==> config.mk <==
export PLATFORM = sky130hd
export DESIGN_NAME = bcc_clock
export DESIGN_NICKNAME = d
export VERILOG_FILES = /design/src/hw/bcc_pkg.sv /design/src/hw/bcc_clock.sv
export SDC_FILE = /design/constraint.sdc
export NUM_CORES = 1
export LEC_CHECK = 0
export BUFFER_PORTS_ARGS = -buffer_cell sky130_fd_sc_hd__buf_2
export CORE_MARGIN = 1.5
export CORE_UTILIZATION = 63
export CTS_BUF_LIST = sky130_fd_sc_hd__clkbuf_16
export DETAILED_ROUTE_END_ITERATION = 10
export PLACE_DENSITY_LB_ADDON = 0.08
export SLEW_MARGIN = 5
export SYNTH_ARGS = -nofsm -noshare
export SYNTH_HDL_FRONTEND = slang
export SYNTH_SLANG_ARGS = --single-unit
==> constraint.sdc <==
create_clock -name i_mclk -period 4.8 [get_ports i_mclk]
set_clock_uncertainty 0.2 [all_clocks]
set_input_delay 0.48 -clock i_mclk [delete_from_list [all_inputs] [get_ports i_mclk]]
set_output_delay 0.48 -clock i_mclk [all_outputs]
set_load 0.02 [all_outputs]
==> src/hw/bcc_pkg.sv <==
package bcc_pkg;
    localparam logic [2:0] ADDR_SEC = 3'h2;
    localparam logic [2:0] ADDR_MIN = 3'h3;
    localparam logic [2:0] ADDR_HR = 3'h4;
    localparam logic [2:0] ADDR_DAY = 3'h5;
    localparam logic [2:0] ADDR_MON = 3'h6;
    localparam logic [2:0] ADDR_CTRL = 3'h7;
    localparam int CTRL_RUN_BIT = 2;
    localparam int CTRL_ALARM_BIT = 3;
    localparam int HR_PM_BIT = 7;
    localparam int HR_12H_BIT = 6;
    localparam int MON_LEAP_BIT = 7;
    localparam int STAT_ALARM_BIT = 7;
    localparam int STAT_CLKOUT_BIT = 6;
    localparam logic [21:0] DIV_32K = 22'h00_7FFF;
    localparam logic [21:0] DIV_1M = 22'h0F_FFFF;
    localparam logic [21:0] DIV_2M = 22'h1F_FFFF;
    localparam logic [21:0] DIV_4M = 22'h3F_FFFF;
    localparam logic [7:0] CTRL_RESET = 8'h00;
    localparam logic [7:0] SEC_RESET = 8'h00;
    localparam logic [7:0] MIN_RESET = 8'h00;
    localparam logic [7:0] HR_RESET = 8'h00;
    localparam logic [7:0] DAY_RESET = 8'h01;
    localparam logic [7:0] MON_RESET = 8'h01;
    localparam logic [7:0] HR_ALARM_RESET = 8'h30;
    localparam logic [3:0] PEND_MAX = 4'hF;

    typedef struct packed {
        logic cs;
        logic port_sel;
        logic rd;
        logic wr;
        logic [2:0] addr;
        logic [7:0] wdata;
    } bcc_bus_t;

    typedef struct packed {
        logic [7:0] sec;
        logic [7:0] min;
        logic [7:0] hr;
        logic [7:0] day;
        logic [7:0] mon;
    } bcc_time_t;
endpackage

==> src/hw/bcc_clock.sv <==
`timescale 1ns/1ps
module bcc_clock (
    // Clock and reset.
    input wire logic i_mclk,
    input wire logic i_resetn,
    // Oscillator and modes.
    input wire logic i_osc_tick,
    input wire logic i_io_mode,
    input wire logic i_power_down,
    // Processor bus.
    input wire bcc_pkg::bcc_bus_t i_bus,
    output logic [7:0] o_rdata,
    output logic o_rdata_oe,
    // Clock output and interrupt.
    output logic o_clkout,
    output logic o_irq_n
);
    import bcc_pkg::*;

    function automatic logic [7:0] bcd_inc(input logic [7:0] v);
        bcd_inc = (v[3:0] == 4'h9) ? {v[7:4] + 4'h1, 4'h0} : v + 8'h01;
    endfunction

    function automatic logic [7:0] days_in(input logic [7:0] mon);
        unique case (mon[4:0])
            5'h02: days_in = mon[MON_LEAP_BIT] ? 8'h29 : 8'h28;
            5'h04, 5'h06, 5'h09, 5'h11: days_in = 8'h30;
            default: days_in = 8'h31;
        endcase
    endfunction

    logic [7:0] ctrl_reg, ctrl_next;
    logic [7:0] status_reg, status_next;
    logic [7:0] rdata_reg, rdata_next;
    logic wr_q_reg, wr_q_next;
    logic irq_n_reg, irq_n_next;
    logic [21:0] presc_reg, presc_next;
    logic [3:0] pend_reg, pend_next;
    bcc_time_t time_reg, time_next;
    bcc_time_t alarm_reg, alarm_next;
    logic co_reg, co_next;
    logic match_q_reg, match_q_next;

    logic sel, access, rd_fire, wr_fire, wr_ctrl, tick, apply, sec_carry, min_carry;
    logic hr_carry, day_carry, alarm_rise, co_fall, match, wave;
    logic [21:0] div_top;
    logic [14:0] phase;
    logic [7:0] hr_n, hr_inc, mon_inc;

    assign sel = i_io_mode ? i_bus.port_sel : i_bus.cs;
    assign access = sel && (i_bus.rd || i_bus.wr) && !i_power_down;
    assign rd_fire = access && i_bus.rd;
    // A long write strobe loads once; the edge detector keeps it from reloading.
    assign wr_fire = access && i_bus.wr && !wr_q_reg;
    assign wr_ctrl = wr_fire && (i_bus.addr == ADDR_CTRL);

    // Prescaler: divisor and the 15-bit fraction of a second.
    always_comb begin
        unique case (ctrl_reg[1:0])
            2'b00: begin
                div_top = DIV_32K;
                phase = presc_reg[14:0];
            end
            2'b01: begin
                div_top = DIV_1M;
                phase = presc_reg[19:5];
            end
            2'b10: begin
                div_top = DIV_2M;
                phase = presc_reg[20:6];
            end
            2'b11: begin
                div_top = DIV_4M;
                phase = presc_reg[21:7];
            end
        endcase
        tick = i_osc_tick && (presc_reg == div_top) && ctrl_reg[CTRL_RUN_BIT];
        // Loading the seconds restarts the prescaler, so the new second is a whole one.
        if (wr_fire && (i_bus.addr == ADDR_SEC) && !ctrl_reg[CTRL_ALARM_BIT]) begin
            presc_next = '0;
        end else if (i_osc_tick) begin
            presc_next = (presc_reg >= div_top) ? '0 : presc_reg + 22'h00_0001;
        end else begin
            presc_next = presc_reg;
        end
        // Ticks that land during an access wait in a small backlog.
        apply = !access && ((pend_reg != 4'h0) || tick);
        pend_next = pend_reg;
        if (tick && !apply && pend_reg != PEND_MAX) begin
            pend_next = pend_reg + 4'h1;
        end else if (apply && !tick) begin
            pend_next = pend_reg - 4'h1;
        end
    end

    // Time counters and alarm latches.
    always_comb begin
        time_next = time_reg;
        alarm_next = alarm_reg;
        sec_carry = apply && (time_reg.sec == 8'h59);
        min_carry = sec_carry && (time_reg.min == 8'h59);
        hr_carry = 1'b0;
        day_carry = 1'b0;
        hr_n = time_reg.hr;
        hr_inc = bcd_inc({2'b00, time_reg.hr[5:0]});
        mon_inc = bcd_inc({1'b0, time_reg.mon[6:0]});
        if (time_reg.hr[HR_12H_BIT]) begin
            hr_carry = (time_reg.hr[5:0] == 6'h11) && time_reg.hr[HR_PM_BIT];
            hr_n[5:0] = (time_reg.hr[5:0] == 6'h12) ? 6'h01 : hr_inc[5:0];
        end else begin
            hr_carry = (time_reg.hr[5:0] == 6'h23);
            hr_n[5:0] = hr_carry ? 6'h00 : hr_inc[5:0];
        end
        // The PM flag flips at the 11 and 23 boundaries whichever format runs.
        if (time_reg.hr[5:0] == 6'h11 || time_reg.hr[5:0] == 6'h23) begin
            hr_n[HR_PM_BIT] = !time_reg.hr[HR_PM_BIT];
        end
        day_carry = min_carry && hr_carry && (time_reg.day == days_in(time_reg.mon));
        if (apply) begin
            time_next.sec = sec_carry ? 8'h00 : bcd_inc(time_reg.sec);
        end
        if (sec_carry) begin
            time_next.min = min_carry ? 8'h00 : bcd_inc(time_reg.min);
        end
        if (min_carry) begin
            time_next.hr = hr_n;
        end
        if (min_carry && hr_carry) begin
            time_next.day = day_carry ? 8'h01 : bcd_inc(time_reg.day);
        end
        if (day_carry) begin
            time_next.mon[6:0] = (time_reg.mon[4:0] == 5'h12) ? 7'h01 : mon_inc[6:0];
        end
        if (wr_fire) begin
            unique case (i_bus.addr)
                ADDR_SEC: begin
                    if (ctrl_reg[CTRL_ALARM_BIT]) alarm_next.sec = i_bus.wdata;
                    else time_next.sec = i_bus.wdata;
                end
                ADDR_MIN: begin
                    if (ctrl_reg[CTRL_ALARM_BIT]) alarm_next.min = i_bus.wdata;
                    else time_next.min = i_bus.wdata;
                end
                ADDR_HR: begin
                    if (ctrl_reg[CTRL_ALARM_BIT]) alarm_next.hr = i_bus.wdata;
                    else time_next.hr = i_bus.wdata;
                end
                ADDR_DAY: time_next.day = i_bus.wdata;
                ADDR_MON: time_next.mon = i_bus.wdata;
                default: begin
                end
            endcase
        end
    end

    // Bus, control, clock output and interrupt status.
    always_comb begin
        unique case (ctrl_reg[7:4])
            4'h0: wave = 1'b0;
            4'h1, 4'h2, 4'h3, 4'h4, 4'h5, 4'h6, 4'h7, 4'h8, 4'h9, 4'hA, 4'hB, 4'hC:
                wave = phase[ctrl_reg[7:4] + 4'h2];
            4'hD: wave = (time_reg.sec[6:4] >= 3'h3);
            4'hE: wave = (time_reg.min[6:4] >= 3'h3);
            4'hF: wave = time_reg.hr[HR_PM_BIT];
        endcase
        co_next = wave;
        co_fall = co_reg && !wave && (ctrl_reg[7:4] != 4'h0);
        // Only the rising edge of a match flags, so a held match flags once.
        match = ctrl_reg[CTRL_ALARM_BIT] && (time_reg.sec == alarm_reg.sec)
            && (time_reg.min == alarm_reg.min) && (time_reg.hr == alarm_reg.hr);
        match_q_next = match;
        alarm_rise = match && !match_q_reg;
        wr_q_next = access && i_bus.wr;
        ctrl_next = wr_ctrl ? i_bus.wdata : ctrl_reg;
        status_next = wr_ctrl ? 8'h00 : status_reg;
        if (alarm_rise) status_next[STAT_ALARM_BIT] = 1'b1;
        if (co_fall) status_next[STAT_CLKOUT_BIT] = 1'b1;
        irq_n_next = !(|status_next);
        rdata_next = rdata_reg;
        if (rd_fire) begin
            unique case (i_bus.addr)
                ADDR_SEC: rdata_next = time_reg.sec;
                ADDR_MIN: rdata_next = time_reg.min;
                ADDR_HR: rdata_next = time_reg.hr;
                ADDR_DAY: rdata_next = time_reg.day;
                ADDR_MON: rdata_next = time_reg.mon;
                ADDR_CTRL: rdata_next = status_reg;
                default: rdata_next = 8'h00;
            endcase
        end
    end

    always_ff @(posedge i_mclk or negedge i_resetn) begin
        if (!i_resetn) begin
            ctrl_reg <= CTRL_RESET;
            status_reg <= 8'h00;
            rdata_reg <= 8'h00;
            wr_q_reg <= 1'b0;
            irq_n_reg <= 1'b1;
            presc_reg <= '0;
            pend_reg <= 4'h0;
            time_reg <= {SEC_RESET, MIN_RESET, HR_RESET, DAY_RESET, MON_RESET};
            alarm_reg <= {SEC_RESET, MIN_RESET, HR_ALARM_RESET, DAY_RESET, MON_RESET};
            co_reg <= 1'b0;
            match_q_reg <= 1'b0;
        end else begin
            ctrl_reg <= ctrl_next;
            status_reg <= status_next;
            rdata_reg <= rdata_next;
            wr_q_reg <= wr_q_next;
            irq_n_reg <= irq_n_next;
            presc_reg <= presc_next;
            pend_reg <= pend_next;
            time_reg <= time_next;
            alarm_reg <= alarm_next;
            co_reg <= co_next;
            match_q_reg <= match_q_next;
        end
    end

    assign o_rdata = rdata_reg;
    // The data bus is driven only while a read is being served.
    assign o_rdata_oe = rd_fire;
    assign o_clkout = co_reg;
    assign o_irq_n = irq_n_reg;
endmodule // bcc_clock

Word-level counts from Yosys, hierarchy flattened. Cells that the tools add are included.

$add $sub $neg: 14. $lt $le $gt $ge: 4. Equality and inequality tests: 46. Mux-type cells: 45. Reduce and logical (&&, ||, !) cells: 51.

Operator list (number): 2-to-1 mux 8 bit (19); case mux 22 bit (4 select lines) (1); 2-to-1 mux 22 bit (3); case mux 15 bit (4 select lines) (1); equality test 4 bit, second input constant (13); case mux 8 bit (6 select lines) (1); 2-to-1 mux 40 bit (1); equality test 8 bit (4); logical AND 1 bit (25); adder 8 x 1 -> 8 bit, second input constant (3); 2-to-1 mux 6 bit (4); adder 22 x 1 -> 22 bit, second input constant (1); equality test 22 bit (1); greater-or-equal comparator 22 bit (1); 2-to-1 mux 7 bit (3); adder 4 x 1 -> 4 bit, second input constant (4); equality test 4 x 3 -> 1 bit, second input constant (4); equality test 8 x 7 -> 1 bit, second input constant (2); equality test 3 bit, second input constant (4); equality test 6 x 5 -> 1 bit, second input constant (2); OR reduction 12 bit (1); equality test 5 x 3 -> 1 bit, second input constant (2); equality test 5 bit, second input constant (2); zero test 1 bit (10); other kinds (31) (48).

Register bits after elaboration: 118. Bits of input ports: 20. Output and inout port bits: 11. Word-level logic and storage cells: 178.

Depth between registers and ports, before layout.
Word-level depth: 15. Mapped depth: 15.

Least setup slack after synthesis. OpenSTA, ideal clock, no wires.

Path type: reg2reg. Start point: register ctrl_reg[1]. End point: register pend_reg[3]. Arrival time: 3378 ps. Required time: 4521 ps. Setup slack: 1143 ps. Cell stages (with the launch flop): 16. Period minus slack after synthesis: 3657 ps. Cell sequence: dfrtp_1 clkbuf_1 clkbuf_1 buf_1 nor2_1 ha_1 nand4_1 nor4_1 nand2_1 nor3_1 nand3_1 ha_1 a21o_1 a21oi_1 mux2i_1 xor2_1.

Longest elaborated chain between the ends: 11. Elaborated cells between the ends (all ways): 17.

RTL lines: start: declaration (line bcc_clock.sv:32) `logic [7:0] ctrl_reg, ctrl_next;`; start signal: assignment (line bcc_clock.sv:207) `ctrl_reg <= ctrl_next;`; equality test 2 bit, or another cell as far along (line bcc_clock.sv:59) `unique case (ctrl_reg[1:0])`; case mux 22 bit (4 select lines) (*) (line bcc_clock.sv:59); equality test 22 bit (*) (line bcc_clock.sv:77) `tick = i_osc_tick && (presc_reg == div_top) && ctrl_reg[CTRL_RUN_BIT];`; logical AND 1 bit (*) (2 in series) (line bcc_clock.sv:77); logical OR 1 bit (line bcc_clock.sv:87) `apply = !access && ((pend_reg != 4'h0) || tick);`; logical AND 1 bit (line bcc_clock.sv:87); zero test 1 bit (line bcc_clock.sv:89) `if (tick && !apply && pend_reg != PEND_MAX) begin`; logical AND 1 bit (2 in series) (line bcc_clock.sv:89); 2-to-1 mux 4 bit / nonzero test 2 bit (equally long branches); end signal: assignment (line bcc_clock.sv:213) `pend_reg <= pend_next;`; end: declaration (line bcc_clock.sv:38) `logic [3:0] pend_reg, pend_next;`.

Every way passes the cells marked *; elsewhere a longest branch is shown, timed or not. The select of a mux whose other input is x is not followed. A chain may end at the register's enable or synchronous reset.

==> out/metrics.cfg <==
[sta]
max_slew.worst_pin.slew_ns = 1.10
hold_viol = 0
setup_viol = 0
whs_ns = 0.112
fin_crit_sh = 0.734
slew_headroom = 0.260
slew_viol_final = 0
period_minus_slack_ns = 3.53
rsz0062_at_grt = no
max_freq_mhz = 284
setup_tns_ns = 0

[detailed_routing]
route.antenna.remaining_nets = 0
drt-total-wl_mm = 24.5
routedWlPerCell_um = 22.3
vias_per_cell = 7.06
dr.first_iter.drc_count = 913
first_pass_iters = 6
vias = 7777
drc = 0

[cts]
ctsResizeCount = 0
post_cts_buffers = 0
postCtsHoldBufs = 1
htree_levels = 4
clk_path_buf_depth = 2
cts_sinks = 118
cts_tree = built
clock_latency_ns = 0.43
clk_pin_slew_ns = 0.05
cts_buffers = 17
clockRootBuffer = clkbuf_16

[synthesis]
synth_fp_nets = 974
synth_area_um2 = 8210
ys_seq_area_frac = 0.361
synthCells = 926
synth.distinct_cells = 76
synth_edf_count = 0
ys_async_sr_fraction = 1.00
ys_warn_count = 0
synthFlopType = dfrtp_1
ys_ff_latch = 118
synth.avg_cell_area_um2 = 8.86

[global_routing]
grt_usage = 0.370
grt_antenna_before_repair = 0
grt_overflow = 0
grt_pass1_vias = 7071
grt_pass1_wl_mm = 37.9
grt_max_degree = 53

[floorplanning]
fp.dieW_um = 117
dieHeight_um = 117
die_area_um2 = 13700
coreArea_um2 = 12700
pin_count = 31
num_rows = 41
start_util = 0.648

[final_layout]
syn_to_final_growth_pct = 9.29
final_area_um2 = 8970
multi_input_area_um2 = 4860
largest_register_ffs = 39
nFillCells = 975
diodes = 0
ff_latch_area_um2 = 2960
drive_above_1_share = 0.144
fin_util = 0.708
layout.cells.non_filler = 1101
final_nets = 964

[worst_setup_path]
path_cells = buf_4 > nor2_1 > ha_1 > nand4_1 > nor4_1 > nand4_1 > buf_4 > a211o_1 > or4_1 > a31oi_1
regToRegSetupSlack_ns = 1.27
worstSetupStartpointType = flop
cp.required_ns = 4.94
cp.arrival_ns = 3.66
critPathKind = flop to flop
worst_path_max_delay_cell = or4_1
cp-end-kind = flop
cpPeakStageDelay_ns = 0.57
worstPathMaxFanout = 28

[place]
gp_congestion = 0.999
port_buffers = 30
dp.cells = 1068
dpl.hpwl_mm = 17.0
place_area_um2 = 8390

[power]
p_leak_nw = 3.90
power_density_nw_per_um2 = 401
ir_drop_mv = 0.350

[outcome]
status = complete, no violations

[worst_hold_path]
hp-class = input pin to flop

[job]
cap_violations = 0

[final cells by class]
class,count,area share
Inverter,30,0.0126
Timing Repair Buffer,43,0.0282
Clock inverter,15,0.0158
Multi-Input combinational cell,706,0.542
Clock buffer,17,0.0474
Tap cell,172,0.0240
Sequential cell,118,0.330
[layout by cell type, fill, tap and decap left out, types with 5 or more instances in the layout]
cell and n:
a221oi_1 5, mux2i_1 18, xnor2_1 21, inv_1 32
a2111oi_0 6, dfstp_2 5, or3_1 9, o211ai_1 7
a31oi_1 25, nor2_1 70, nor4_1 13, buf_4 13
a21o_1 15, o21ai_1 11, mux4_2 6, clkinv_4 5
xor2_1 20, dfrtp_1 113, ha_1 27, nand3_1 39
nor3b_1 8, a21oi_1 38, and2_1 10, a22o_1 10
nand2_1 79, o31ai_1 5, nand4_1 16, a211oi_1 17
nand2b_1 8, o21ai_0 49, mux2_2 38, and3_1 13
a22oi_1 7, or4_1 10, nand3b_1 13, clkbuf_16 17
o22ai_1 9, buf_2 29, nor3_1 15
[power breakdown]
part	internal [mW]	switching [mW]
clock	0.754	0.471
combinational	0.408	0.499
sequential	1.15	0.308
total	2.31	1.28
[per-layer routing]
metal	GRT usage	wire length (um)	part of all wire
met5	0	0	0
met4	0.181	1140	0.047
met3	0.0855	2350	0.096
met2	0.587	11300	0.46
met1	0.481	9710	0.40
[stage by stage]
step	worst slack, ns	power [mW]
finish	1.27	3.59
global route	1.14	3.76
CTS	1.35	3.57
detailed placement	1.38	2.34
global placement	1.52	2.30
floorplan	1.14	2.05
[worst paths after layout]
| kind | start | to | cells after the start |
|---|---|---|---|
| worst max-delay path | ctrl_reg[1] | time_reg[6] | 10 |
| worst min register to register | o_rdata[2] | o_rdata[2] | 1 |
| worst max register to register | ctrl_reg[1] | time_reg[6] | 10 |
| worst min-delay path | i_bus[11] | wr_q_reg | 2 |
| max in group asynchronous | i_resetn | time_reg[17] | 3 |
| min in group asynchronous | i_resetn | presc_reg[7] | 2 |
[worst max-delay path: cells and delay by family, from the launching register on]
family	cells	cell delay (ns)
AOI/OAI and AO/OA	2	0.71
and+or+nand+nor	5	1.52
adders and majority gates	1	0.21
DFF	1	0.36
buffers and inverters	2	0.42
[synthesized netlist by cell type (all sizes together), types with 5 or more instances]
cell | n | area (um^2)
o22ai | 9 | 56.3
mux2i | 18 | 180
and3 | 13 | 81.3
mux4 | 6 | 135
xor2 | 20 | 175
a21oi | 38 | 190
nand2 | 79 | 297
a31oi | 25 | 156
a2111oi | 7 | 80.1
o21ai | 60 | 300
or3 | 10 | 67.6
a22oi | 7 | 52.6
nand4 | 16 | 100
o31ai | 5 | 37.5
ha | 27 | 338
a22o | 10 | 87.6
inv | 30 | 113
a211oi | 18 | 135
a21o | 15 | 113
nand2b | 8 | 50.1
clkbuf | 65 | 246
nor3 | 15 | 75.1
or4 | 11 | 86.3
dfstp | 5 | 131
nor3b | 8 | 60.1
nand3b | 13 | 97.6
a221oi | 5 | 43.8
mux2 | 41 | 462
and2 | 10 | 62.6
dfrtp | 113 | 2830
xnor2 | 21 | 184
nor2 | 70 | 263
nor4 | 15 | 106
buf | 7 | 31.3
nand3 | 40 | 205
o211ai | 7 | 52.6
[cells by family after synthesis]
group / share of synthesized area
and+or+nand+nor: 0.216
AOI/OAI and AO/OA: 0.194
DFF: 0.361
buffers and inverters: 0.0476
muxes: 0.0947
xor gates and xnor gates: 0.0438
adders and majority gates: 0.0436
No activity file was read; power rests on OpenSTA's default activity.
